## src/include/stc_pkg.sv

```systemverilog
// Package with constants and types of the sensor trim serial control block.
//
// Function
// - Frame starts only on select falling while trim clock is high.
// - Five status bits follow, each sampled on trim clock rising edge.
// - Select rises in fifth clock high, then clock falls to complete.
// - Completed code with only bit 4 set enters channel 1 trim.
// - Completed code with only bit 3 set enters channel 2 trim.
// - Completed all-zero code leaves trim mode for either channel.
// - Trim mode holds until a complete, terminated leave frame arrives.
// - Any reset, internal or external, returns device to normal operation.
// - Active trim with changing input drives a square wave on test output.
// - Supply monitor holds reset until supply safe, then initializes.
// - External reset overrides supply-monitor reset at any time.
// - External reset is active high; unconnected input means not in reset.
// - Both channels within 15 mV force the output into diagnostic region.
// - All timing derives from the on-chip oscillator clock.
// - A new output value is produced every update interval.
// - Output settles within the bounded system delay.
// - Active trim runs offset cancellation for the selected channel only.
package stc_pkg;

  // ****************************************************************
  // Frame and code constants
  // ****************************************************************
  localparam int unsigned CODE_BITS = 5;
  localparam logic [4:0]  CODE_TRIM_CH1 = 5'h08;
  localparam logic [4:0]  CODE_TRIM_CH2 = 5'h04;
  localparam logic [4:0]  CODE_LEAVE    = 5'h00;

  // ****************************************************************
  // Timing constants
  // ****************************************************************
  localparam int unsigned CLK_HZ          = 25_000_000;
  localparam int unsigned UPDATE_NS       = 260_000;
  localparam int unsigned UPDATE_CYCLES   = UPDATE_NS / (1_000_000_000 / CLK_HZ);
  localparam int unsigned TRIM_TEST_OUTPUT_HALF_NS    = 16_000;
  localparam int unsigned TRIM_TEST_OUTPUT_HALF_CYCLES =
    TRIM_TEST_OUTPUT_HALF_NS / (1_000_000_000 / CLK_HZ);
  localparam int unsigned INIT_NS         = 1_200_000;
  localparam int unsigned INIT_CYCLES     = INIT_NS / (1_000_000_000 / CLK_HZ);

  // ****************************************************************
  // Types
  // ****************************************************************
  typedef enum logic [1:0] {
    STC_MODE_NORMAL = 2'b00,
    STC_MODE_TRIM1  = 2'b01,
    STC_MODE_TRIM2  = 2'b11
  } stc_mode_e;

  typedef enum logic [1:0] {
    STC_FR_IDLE = 2'b00,
    STC_FR_BITS = 2'b01,
    STC_FR_STOP = 2'b11,
    STC_FR_DONE = 2'b10
  } stc_frame_e;

  typedef struct packed {
    logic       valid;
    logic [4:0] code;
  } stc_code_s;

  typedef struct packed {
    logic       ch1_small;
    logic       ch2_small;
    logic       input_change;
  } stc_sense_s;

endpackage

```

## src/design/stc_frame_rx.sv

```systemverilog
// Trim frame receiver: synchronizes the link pins and decodes frames.
`timescale 1ns/1ps
module stc_frame_rx (
  // Clock and reset
  input  wire logic              clk_in,
  input  wire logic              rst_n_in,
  // Link pins
  input  wire logic              trim_clock_in,
  input  wire logic              trim_select_line_in,
  // Decoded frame
  output stc_pkg::stc_code_s     code_out
);

  // ****************************************************************
  // Synchronizers
  // ****************************************************************
  logic [1:0] clk_sync;
  logic [1:0] sel_sync;
  logic       clk_d;
  logic       sel_d;

  always_ff @(posedge clk_in or negedge rst_n_in) begin
    if (!rst_n_in) begin
      clk_sync <= 2'h3;
      sel_sync <= 2'h3;
      clk_d    <= 1'b1;
      sel_d    <= 1'b1;
    end else begin
      clk_sync <= {clk_sync[0], trim_clock_in};
      sel_sync <= {sel_sync[0], trim_select_line_in};
      clk_d    <= clk_sync[1];
      sel_d    <= sel_sync[1];
    end
  end

  logic clk_rise;
  logic clk_fall;
  logic sel_fall;
  logic sel_rise;
  assign clk_rise = clk_sync[1] & ~clk_d;
  assign clk_fall = ~clk_sync[1] & clk_d;
  assign sel_fall = ~sel_sync[1] & sel_d;
  assign sel_rise = sel_sync[1] & ~sel_d;

  // ****************************************************************
  // Frame state machine
  // ****************************************************************
  stc_pkg::stc_frame_e state;
  stc_pkg::stc_frame_e next_state;
  logic [2:0]          count;
  logic [2:0]          next_count;
  logic [4:0]          shift;
  logic [4:0]          next_shift;
  stc_pkg::stc_code_s  next_code;

  always_comb begin
    next_state = state;
    next_count = count;
    next_shift = shift;
    next_code  = '{valid: 1'b0, code: shift};
    unique case (state)
      stc_pkg::STC_FR_IDLE: begin
        if (sel_fall && clk_d) begin
          next_state = stc_pkg::STC_FR_BITS;
          next_count = 3'h0;
        end
      end
      stc_pkg::STC_FR_BITS: begin
        if (clk_rise) begin
          // Bit 1 comes first and ends in code bit 0.
          next_shift = {sel_sync[1], shift[4:1]};
          next_count = count + 3'h1;
        end
        if (clk_rise && count == 3'(stc_pkg::CODE_BITS - 1)) begin
          next_state = stc_pkg::STC_FR_STOP;
        end
      end
      stc_pkg::STC_FR_STOP: begin
        // Select must rise during the fifth clock high phase.
        if (sel_rise && clk_d) begin
          next_state = stc_pkg::STC_FR_DONE;
        end else if (clk_fall || sel_fall) begin
          next_state = stc_pkg::STC_FR_IDLE;
        end
      end
      stc_pkg::STC_FR_DONE: begin
        if (clk_fall) begin
          next_code.valid = 1'b1;
          next_state      = stc_pkg::STC_FR_IDLE;
        end else if (sel_fall) begin
          next_state = stc_pkg::STC_FR_IDLE;
        end
      end
    endcase
  end

  always_ff @(posedge clk_in or negedge rst_n_in) begin
    if (!rst_n_in) begin
      state    <= stc_pkg::STC_FR_IDLE;
      count    <= 3'h0;
      shift    <= 5'h00;
      code_out <= '0;
    end else begin
      state    <= next_state;
      count    <= next_count;
      shift    <= next_shift;
      code_out <= next_code;
    end
  end

endmodule

```

## src/design/stc_trim_control.sv

```systemverilog
// Top of the trim serial control: reset, trim mode, test output, update.
`timescale 1ns/1ps
module stc_trim_control #(
  parameter int unsigned UPDATE_CYCLES = stc_pkg::UPDATE_CYCLES,
  parameter int unsigned INIT_CYCLES   = stc_pkg::INIT_CYCLES,
  parameter int unsigned HALF_CYCLES   = stc_pkg::TRIM_TEST_OUTPUT_HALF_CYCLES
) (
  // Clock and resets
  input  wire logic            clk_in,
  input  wire logic            supply_ok_in,
  input  wire logic            external_reset_in,
  // Trim link
  input  wire logic            trim_clock_in,
  input  wire logic            trim_select_line_in,
  // Sensor status from the analog front end
  input  wire logic            ch1_small_in,
  input  wire logic            ch2_small_in,
  input  wire logic            input_change_in,
  // Outputs
  output logic                 trim_test_output,
  output logic                 trim_ch1_out,
  output logic                 trim_ch2_out,
  output logic                 init_busy_out,
  output logic                 update_strobe_out,
  output logic                 diag_force_out,
  output logic                 core_reset_n_out
);

  // ****************************************************************
  // Elaboration checks
  // ****************************************************************
  if (UPDATE_CYCLES < 2 || INIT_CYCLES < 1 || HALF_CYCLES < 1) begin : g_bad
    $error("stc_trim_control: counts too small");
  end

  // ****************************************************************
  // Reset combination
  // ****************************************************************
  // The pin is active high and has a pull-down, so an open pin keeps
  // the device running; either the pin or the supply monitor holds reset.
  logic raw_rst_n;
  assign raw_rst_n = supply_ok_in & ~external_reset_in;

  // Asserts at once, releases through two flops to avoid a ragged
  // release across the design.
  logic [1:0] rst_sync;
  always_ff @(posedge clk_in or negedge raw_rst_n) begin
    if (!raw_rst_n) begin
      rst_sync <= 2'h0;
    end else begin
      rst_sync <= {rst_sync[0], 1'b1};
    end
  end
  logic rst_n;
  assign rst_n = rst_sync[1];

  // ****************************************************************
  // Frame receiver
  // ****************************************************************
  stc_pkg::stc_code_s rx_code;

  stc_frame_rx u_rx (
    .clk_in              (clk_in),
    .rst_n_in            (rst_n),
    .trim_clock_in       (trim_clock_in),
    .trim_select_line_in (trim_select_line_in),
    .code_out            (rx_code)
  );

  // ****************************************************************
  // Sensor status synchronizers
  // ****************************************************************
  logic [2:0] sense_s1;
  logic [2:0] sense_s2;
  stc_pkg::stc_sense_s sense;
  logic       change_d;

  always_ff @(posedge clk_in or negedge rst_n) begin
    if (!rst_n) begin
      sense_s1 <= 3'h0;
      sense_s2 <= 3'h0;
      change_d <= 1'b0;
    end else begin
      sense_s1 <= {ch1_small_in, ch2_small_in, input_change_in};
      sense_s2 <= sense_s1;
      change_d <= sense_s2[0];
    end
  end
  assign sense = sense_s2;

  // ****************************************************************
  // Mode and timing state
  // ****************************************************************
  stc_pkg::stc_mode_e mode;
  stc_pkg::stc_mode_e next_mode;
  logic [31:0]        init_cnt;
  logic [31:0]        next_init_cnt;
  logic [31:0]        upd_cnt;
  logic [31:0]        next_upd_cnt;
  logic [31:0]        half_cnt;
  logic [31:0]        next_half_cnt;
  logic [31:0]        idle_cnt;
  logic [31:0]        next_idle_cnt;
  logic               next_trim_test_output;
  logic               next_upd;
  logic               next_diag;
  logic               dynamic;

  // The input counts as changing while a change was seen within the
  // last update interval; a frozen input stops the square wave.
  assign dynamic = idle_cnt != 32'h0;

  always_comb begin
    next_mode     = mode;
    next_init_cnt = init_cnt;
    next_upd_cnt  = upd_cnt;
    next_half_cnt = half_cnt;
    next_idle_cnt = idle_cnt;
    next_trim_test_output     = trim_test_output;
    next_upd      = 1'b0;
    next_diag     = diag_force_out;

    if (init_cnt != 32'h0) begin
      next_init_cnt = init_cnt - 32'h1;
    end

    // Only the three defined codes change the mode.
    if (rx_code.valid) begin
      unique case (rx_code.code)
        stc_pkg::CODE_TRIM_CH1: next_mode = stc_pkg::STC_MODE_TRIM1;
        stc_pkg::CODE_TRIM_CH2: next_mode = stc_pkg::STC_MODE_TRIM2;
        stc_pkg::CODE_LEAVE:    next_mode = stc_pkg::STC_MODE_NORMAL;
        default:                next_mode = mode;
      endcase
    end

    // Update timing runs from the one oscillator clock.
    if (upd_cnt == 32'(UPDATE_CYCLES - 1)) begin
      next_upd_cnt = 32'h0;
      next_upd     = init_cnt == 32'h0;
      // Lost-input check is taken once per output value.
      next_diag    = sense.ch1_small & sense.ch2_small;
    end else begin
      next_upd_cnt = upd_cnt + 32'h1;
    end

    if (sense.input_change != change_d) begin
      next_idle_cnt = 32'(UPDATE_CYCLES);
    end else if (idle_cnt != 32'h0) begin
      next_idle_cnt = idle_cnt - 32'h1;
    end

    if (mode != stc_pkg::STC_MODE_NORMAL && dynamic) begin
      if (half_cnt == 32'(HALF_CYCLES - 1)) begin
        next_half_cnt = 32'h0;
        next_trim_test_output     = ~trim_test_output;
      end else begin
        next_half_cnt = half_cnt + 32'h1;
      end
    end else begin
      next_half_cnt = 32'h0;
      next_trim_test_output     = 1'b0;
    end
  end

  always_ff @(posedge clk_in or negedge rst_n) begin
    if (!rst_n) begin
      mode              <= stc_pkg::STC_MODE_NORMAL;
      init_cnt          <= 32'(INIT_CYCLES);
      upd_cnt           <= 32'h0;
      half_cnt          <= 32'h0;
      idle_cnt          <= 32'h0;
      trim_test_output  <= 1'b0;
      update_strobe_out <= 1'b0;
      diag_force_out    <= 1'b0;
    end else begin
      mode              <= next_mode;
      init_cnt          <= next_init_cnt;
      upd_cnt           <= next_upd_cnt;
      half_cnt          <= next_half_cnt;
      idle_cnt          <= next_idle_cnt;
      trim_test_output  <= next_trim_test_output;
      update_strobe_out <= next_upd;
      diag_force_out    <= next_diag;
    end
  end

  // ****************************************************************
  // Registered status outputs
  // ****************************************************************
  always_ff @(posedge clk_in or negedge rst_n) begin
    if (!rst_n) begin
      trim_ch1_out     <= 1'b0;
      trim_ch2_out     <= 1'b0;
      init_busy_out    <= 1'b1;
      core_reset_n_out <= 1'b0;
    end else begin
      // Offset cancellation runs for the selected channel only.
      trim_ch1_out     <= next_mode == stc_pkg::STC_MODE_TRIM1;
      trim_ch2_out     <= next_mode == stc_pkg::STC_MODE_TRIM2;
      init_busy_out    <= next_init_cnt != 32'h0;
      core_reset_n_out <= 1'b1;
    end
  end

endmodule

```

## config.mk

```make
export PLATFORM = sky130hd
export DESIGN_NAME = stc_trim_control
export DESIGN_NICKNAME = d
export VERILOG_FILES = /design/src/include/stc_pkg.sv /design/src/design/stc_frame_rx.sv /design/src/design/stc_trim_control.sv
export SDC_FILE = /design/constraint.sdc
export NUM_CORES = 1
export LEC_CHECK = 0
export BUFFER_PORTS_ARGS = -buffer_cell sky130_fd_sc_hd__buf_4
export CORE_MARGIN = 1
export CORE_UTILIZATION = 45
export CTS_BUF_LIST = sky130_fd_sc_hd__clkbuf_4
export DETAILED_ROUTE_END_ITERATION = 16
export SYNTH_ARGS = -nofsm -noshare
export SYNTH_HDL_FRONTEND = slang
export SYNTH_SLANG_ARGS = --single-unit
```

## constraint.sdc

```tcl
create_clock -name clk_in -period 4.5 [get_ports clk_in]
set_input_delay 0.225 -clock clk_in [delete_from_list [all_inputs] [get_ports clk_in]]
set_output_delay 0.225 -clock clk_in [all_outputs]
set_load 0.05 [all_outputs]
```

==> summary.txt <==
Finish
  • Final Non-Filler Cells: 1028
  • Layout fillers: 1571
  • FF+latch area: roughly 4200 µm²
  • Multi-input logic area: 3540 µm²
  • Final nets: 804
  • Final Cell Area: 8590 µm²
  • Layout cells sized above 1: 0.105
  • Area delta synth->final: 8.54%

Global routing
  • Antenna violations before repair: 1
  • Total GRT Usage: 0.183
  • Gr ovfl total: 0
  • Vias in the first global route: approximately 5600
  • Largest net degree at the start of global routing: 95
  • First-pass GRT wire length: 26300 µm

Placement
  • Pre-CTS setup slack: 1180 ps
  • Placer Congestion: between 0.8 and 0.9
  • Port Buf Inserts: 14
  • Post-DP Area: between 8000 and 9000 µm²
  • HPWL after detailed placement: 10700 µm
  • Cells after DPL: 988

Clocking
  • TritonCTS clock tree: yes
  • Skew-Pair Late Insertion Delay: 570 ps
  • CTS resizes: 0
  • Sink Count: between 150 and 200
  • Clock H-tree levels: 4
  • Maximum clock insertion buffer count: 2
  • Num CTS Buffers: 17
  • Clock-pin slew on the worst setup and hold paths: 140 ps
  • Root Driver: clkbuf_4

STA
  • Worst Max-Slew Pin Slew: 1080 ps
  • Sum Neg Setup Slack: 0 ps
  • Final worst setup slack: around 1200 ps
  • Final hold vios: 0
  • Maximum clock rate: approximately 0.3 GHz
  • Max_slew headroom: 0.275
  • Fin crit period: 3330 ps
  • Setup Skew: about 31 ps
  • Finish-stage setup viols: 0
  • Final max-slew violation count: 0
  • RSZ-0062 raised after global routing: false
  • Period utilisation layout: 0.741

Worst setup path
  • Worst-path fanout max: 6
  • Worst setup EP type: flip-flop
  • Kind of critical path: flip-flop to flip-flop
  • Critical Path RT: 4960 ps
  • Arrival time worst endpoint: 3800 ps
  • Setup crit start kind: flip-flop

Detailed routing
  • Via density per instance: 5.44
  • DR pass1 iterations: 5
  • WL per Instance: roughly 15 µm
  • Antenna viol nets, final: 0
  • Total Wirelength: 15400 µm
  • Vias post-DR: 5591
  • # DRC: 0
  • DRT iter0 DRCs: roughly 380

Yosys
  • Ys Warns: 0
  • Synth Cell Area: 7910 µm²
  • Area contributors post-synth: dfrtp_1, xnor2_1, xor2_1, nor2_1, dfstp_2
  • Syn Area/Cell: 10.4 µm²
  • Top_reg_cell synth: dfrtp_1
  • Async SR Flop Fraction: 1.00
  • Post-synth EDFFs: 0
  • Count of cell types in the netlist: between 60 and 70
  • Synth Instances: about 760
  • Post-synthesis sequential area ratio: 0.534
  • Area leader, netlist: dfrtp_1
  • Post-synth top area share: 0.487
  • Synthesis-stage register bit count: about 170

Floorplanning
  • Die Y-Extent: 135 µm
  • Initial core utilization: 0.459
  • Chip Width: 135 µm
  • I/O pin cnt: 15
  • # rows: 48
  • Die Area: between 15000 and 20000 µm²
  • Core ar.: ~17000 µm²

Pwr
  • VDD IR-drop max: 0.172 mV
  • Cell Pwr Density: between 300 and 400 nW/µm²
  • Leak: 3.85 nW

Outcome
  • Status: finished, final reports clean

Worst hold path
  • Hold crit path type: primary input to asynchronous set/reset pin

Job
  • Max-Cap Viols: 0
## area by class of cell
type	instances	share of cell area
sequential	168	0.492
multi-input combinational	560	0.413
tap	225	0.0328
timing repair buffer	26	0.0262
clock buffer	20	0.0175
clock inverter	12	0.0117
inverter	16	0.00699
antenna	1	0.000291
## stage by stage
step           power (mW)  hold WS, ps   util
2_1_floorplan        1.88         28.0      -
3_3_place_gp         1.93          136  0.480
3_5_place_dp         1.95          156  0.480
4_1_cts              2.76         68.3  0.498
5_1_grt              2.87         71.1  0.498
6_report             2.72         96.2  0.498
## cell usage in the layout, fill, tap and decap left out, types with 14 or more instances in the layout
| master | netlist | layout |
|---|---|---|
| dfrtp_1 | 154 | 153 |
| nor2_1 | 103 | 103 |
| xnor2_1 | 68 | 68 |
| nand2_1 | 55 | 55 |
| xor2_1 | 47 | 47 |
| nand3_1 | 41 | 41 |
| nor3_1 | 34 | 34 |
| nor4_1 | 31 | 31 |
| clkbuf_4 | 0 | 20 |
| buf_4 | 0 | 18 |
| inv_1 | 16 | 16 |
| nand4_1 | 16 | 16 |
| or3_1 | 16 | 16 |
| a21oi_1 | 15 | 15 |
| dfstp_2 | 14 | 14 |
## worst max-delay path, stage by stage (launching register included)
cell	delay, ps
dfrtp_1	450
inv_1	140
ha_1	240
nor3b_1	610
nand3_1	330
a31oi_1	610
nor4b_1	360
xor2_1	150
nor4_1	250
nand4_1	130
## synth_stat cells, types with 3 or more instances
master       n
a311oi_1     3
nand4_1     16
nand2_1     55
nand3_1     41
buf_2        4
ha_1         7
dfstp_2     14
mux2_2       7
a21oi_1     15
nor4_1      31
nor2b_1      7
or3_1       16
a31oi_1      3
a211oi_1     3
xor2_1      47
dfrtp_1    154
nor3_1      34
and3_1      13
or2_1        4
nand3b_1     3
nor2_1     103
and4_1       4
clkbuf_1    13
o21ai_0     11
xnor2_1     68
or4_1        6
nor3b_1      6
inv_1       16
nor3_2       3
o2111ai_1    3
o31ai_1      4
nor4b_1      6
and2_1       3
## per-layer routing
layer  share of wire  GRT usage  vias up  routed length (µm)
li1                -          -     2733                   -
met3           0.034     0.0390       19                 531
met5               0          0        -                   0
met2            0.47      0.291      103                7260
met4           0.016     0.0655        0                 247
met1            0.48      0.247     2736                7400
## worst paths after layout
path                                   start            end  slack (ps)  cells after the start
min in group clk_in             ch2_small_in    sense_s1[1]         310                      2
hold / removal             external_reset_in    rst_sync[1]         100                      3
hold reg to reg                  rst_sync[0]    rst_sync[1]         350                      0
setup / recovery                 init_cnt[0]  init_busy_out        1170                      9
setup reg to reg                 init_cnt[0]  init_busy_out        1170                      9
max in group asynchronous        rst_sync[1]   init_cnt[10]        2990                      1
## where the power goes
group	switching (mW)	internal (mW)	total, mW
clock network	0.516	0.291	0.808
registers	0.0752	1.60	1.68
logic	0.156	0.0848	0.241
total	0.747	1.98	2.72
## kinds of logic (layout without fill, tap and decap cells)
| family | after synthesis | in the layout | synth area share |
|---|---|---|---|
| and+or+nand+nor | 369 | 369 | 0.246 |
| DFF | 168 | 168 | 0.534 |
| xor gates and xnor gates | 115 | 115 | 0.127 |
| AOI/OAI and AO/OA | 60 | 60 | 0.0523 |
| buffers and inverters | 35 | 74 | 0.0191 |
| adders and majority gates | 7 | 7 | 0.0111 |
| muxes | 7 | 7 | 0.00996 |
| other | 1 | 3 | 0.000474 |
## registers in the layout (all words and copies together) (netlist names), 2 cells and up
name,flops
init_cnt,32
u_rx.code_out,6
u_rx.clk_sync,2
upd_cnt,32
mode,2
u_rx.shift,5
sense_s1,3
half_cnt,32
rst_sync,2
sense,3
u_rx.sel_sync,2
idle_cnt,32
u_rx.state,2
u_rx.count,3
## timing repair
item / 4_1_cts / 5_1_grt
hold buffers: 7 / 0
endpoints found under the hold margin: 7 / 0
setup buffers: 0 / 0
Power figures use the tool's default switching activity.
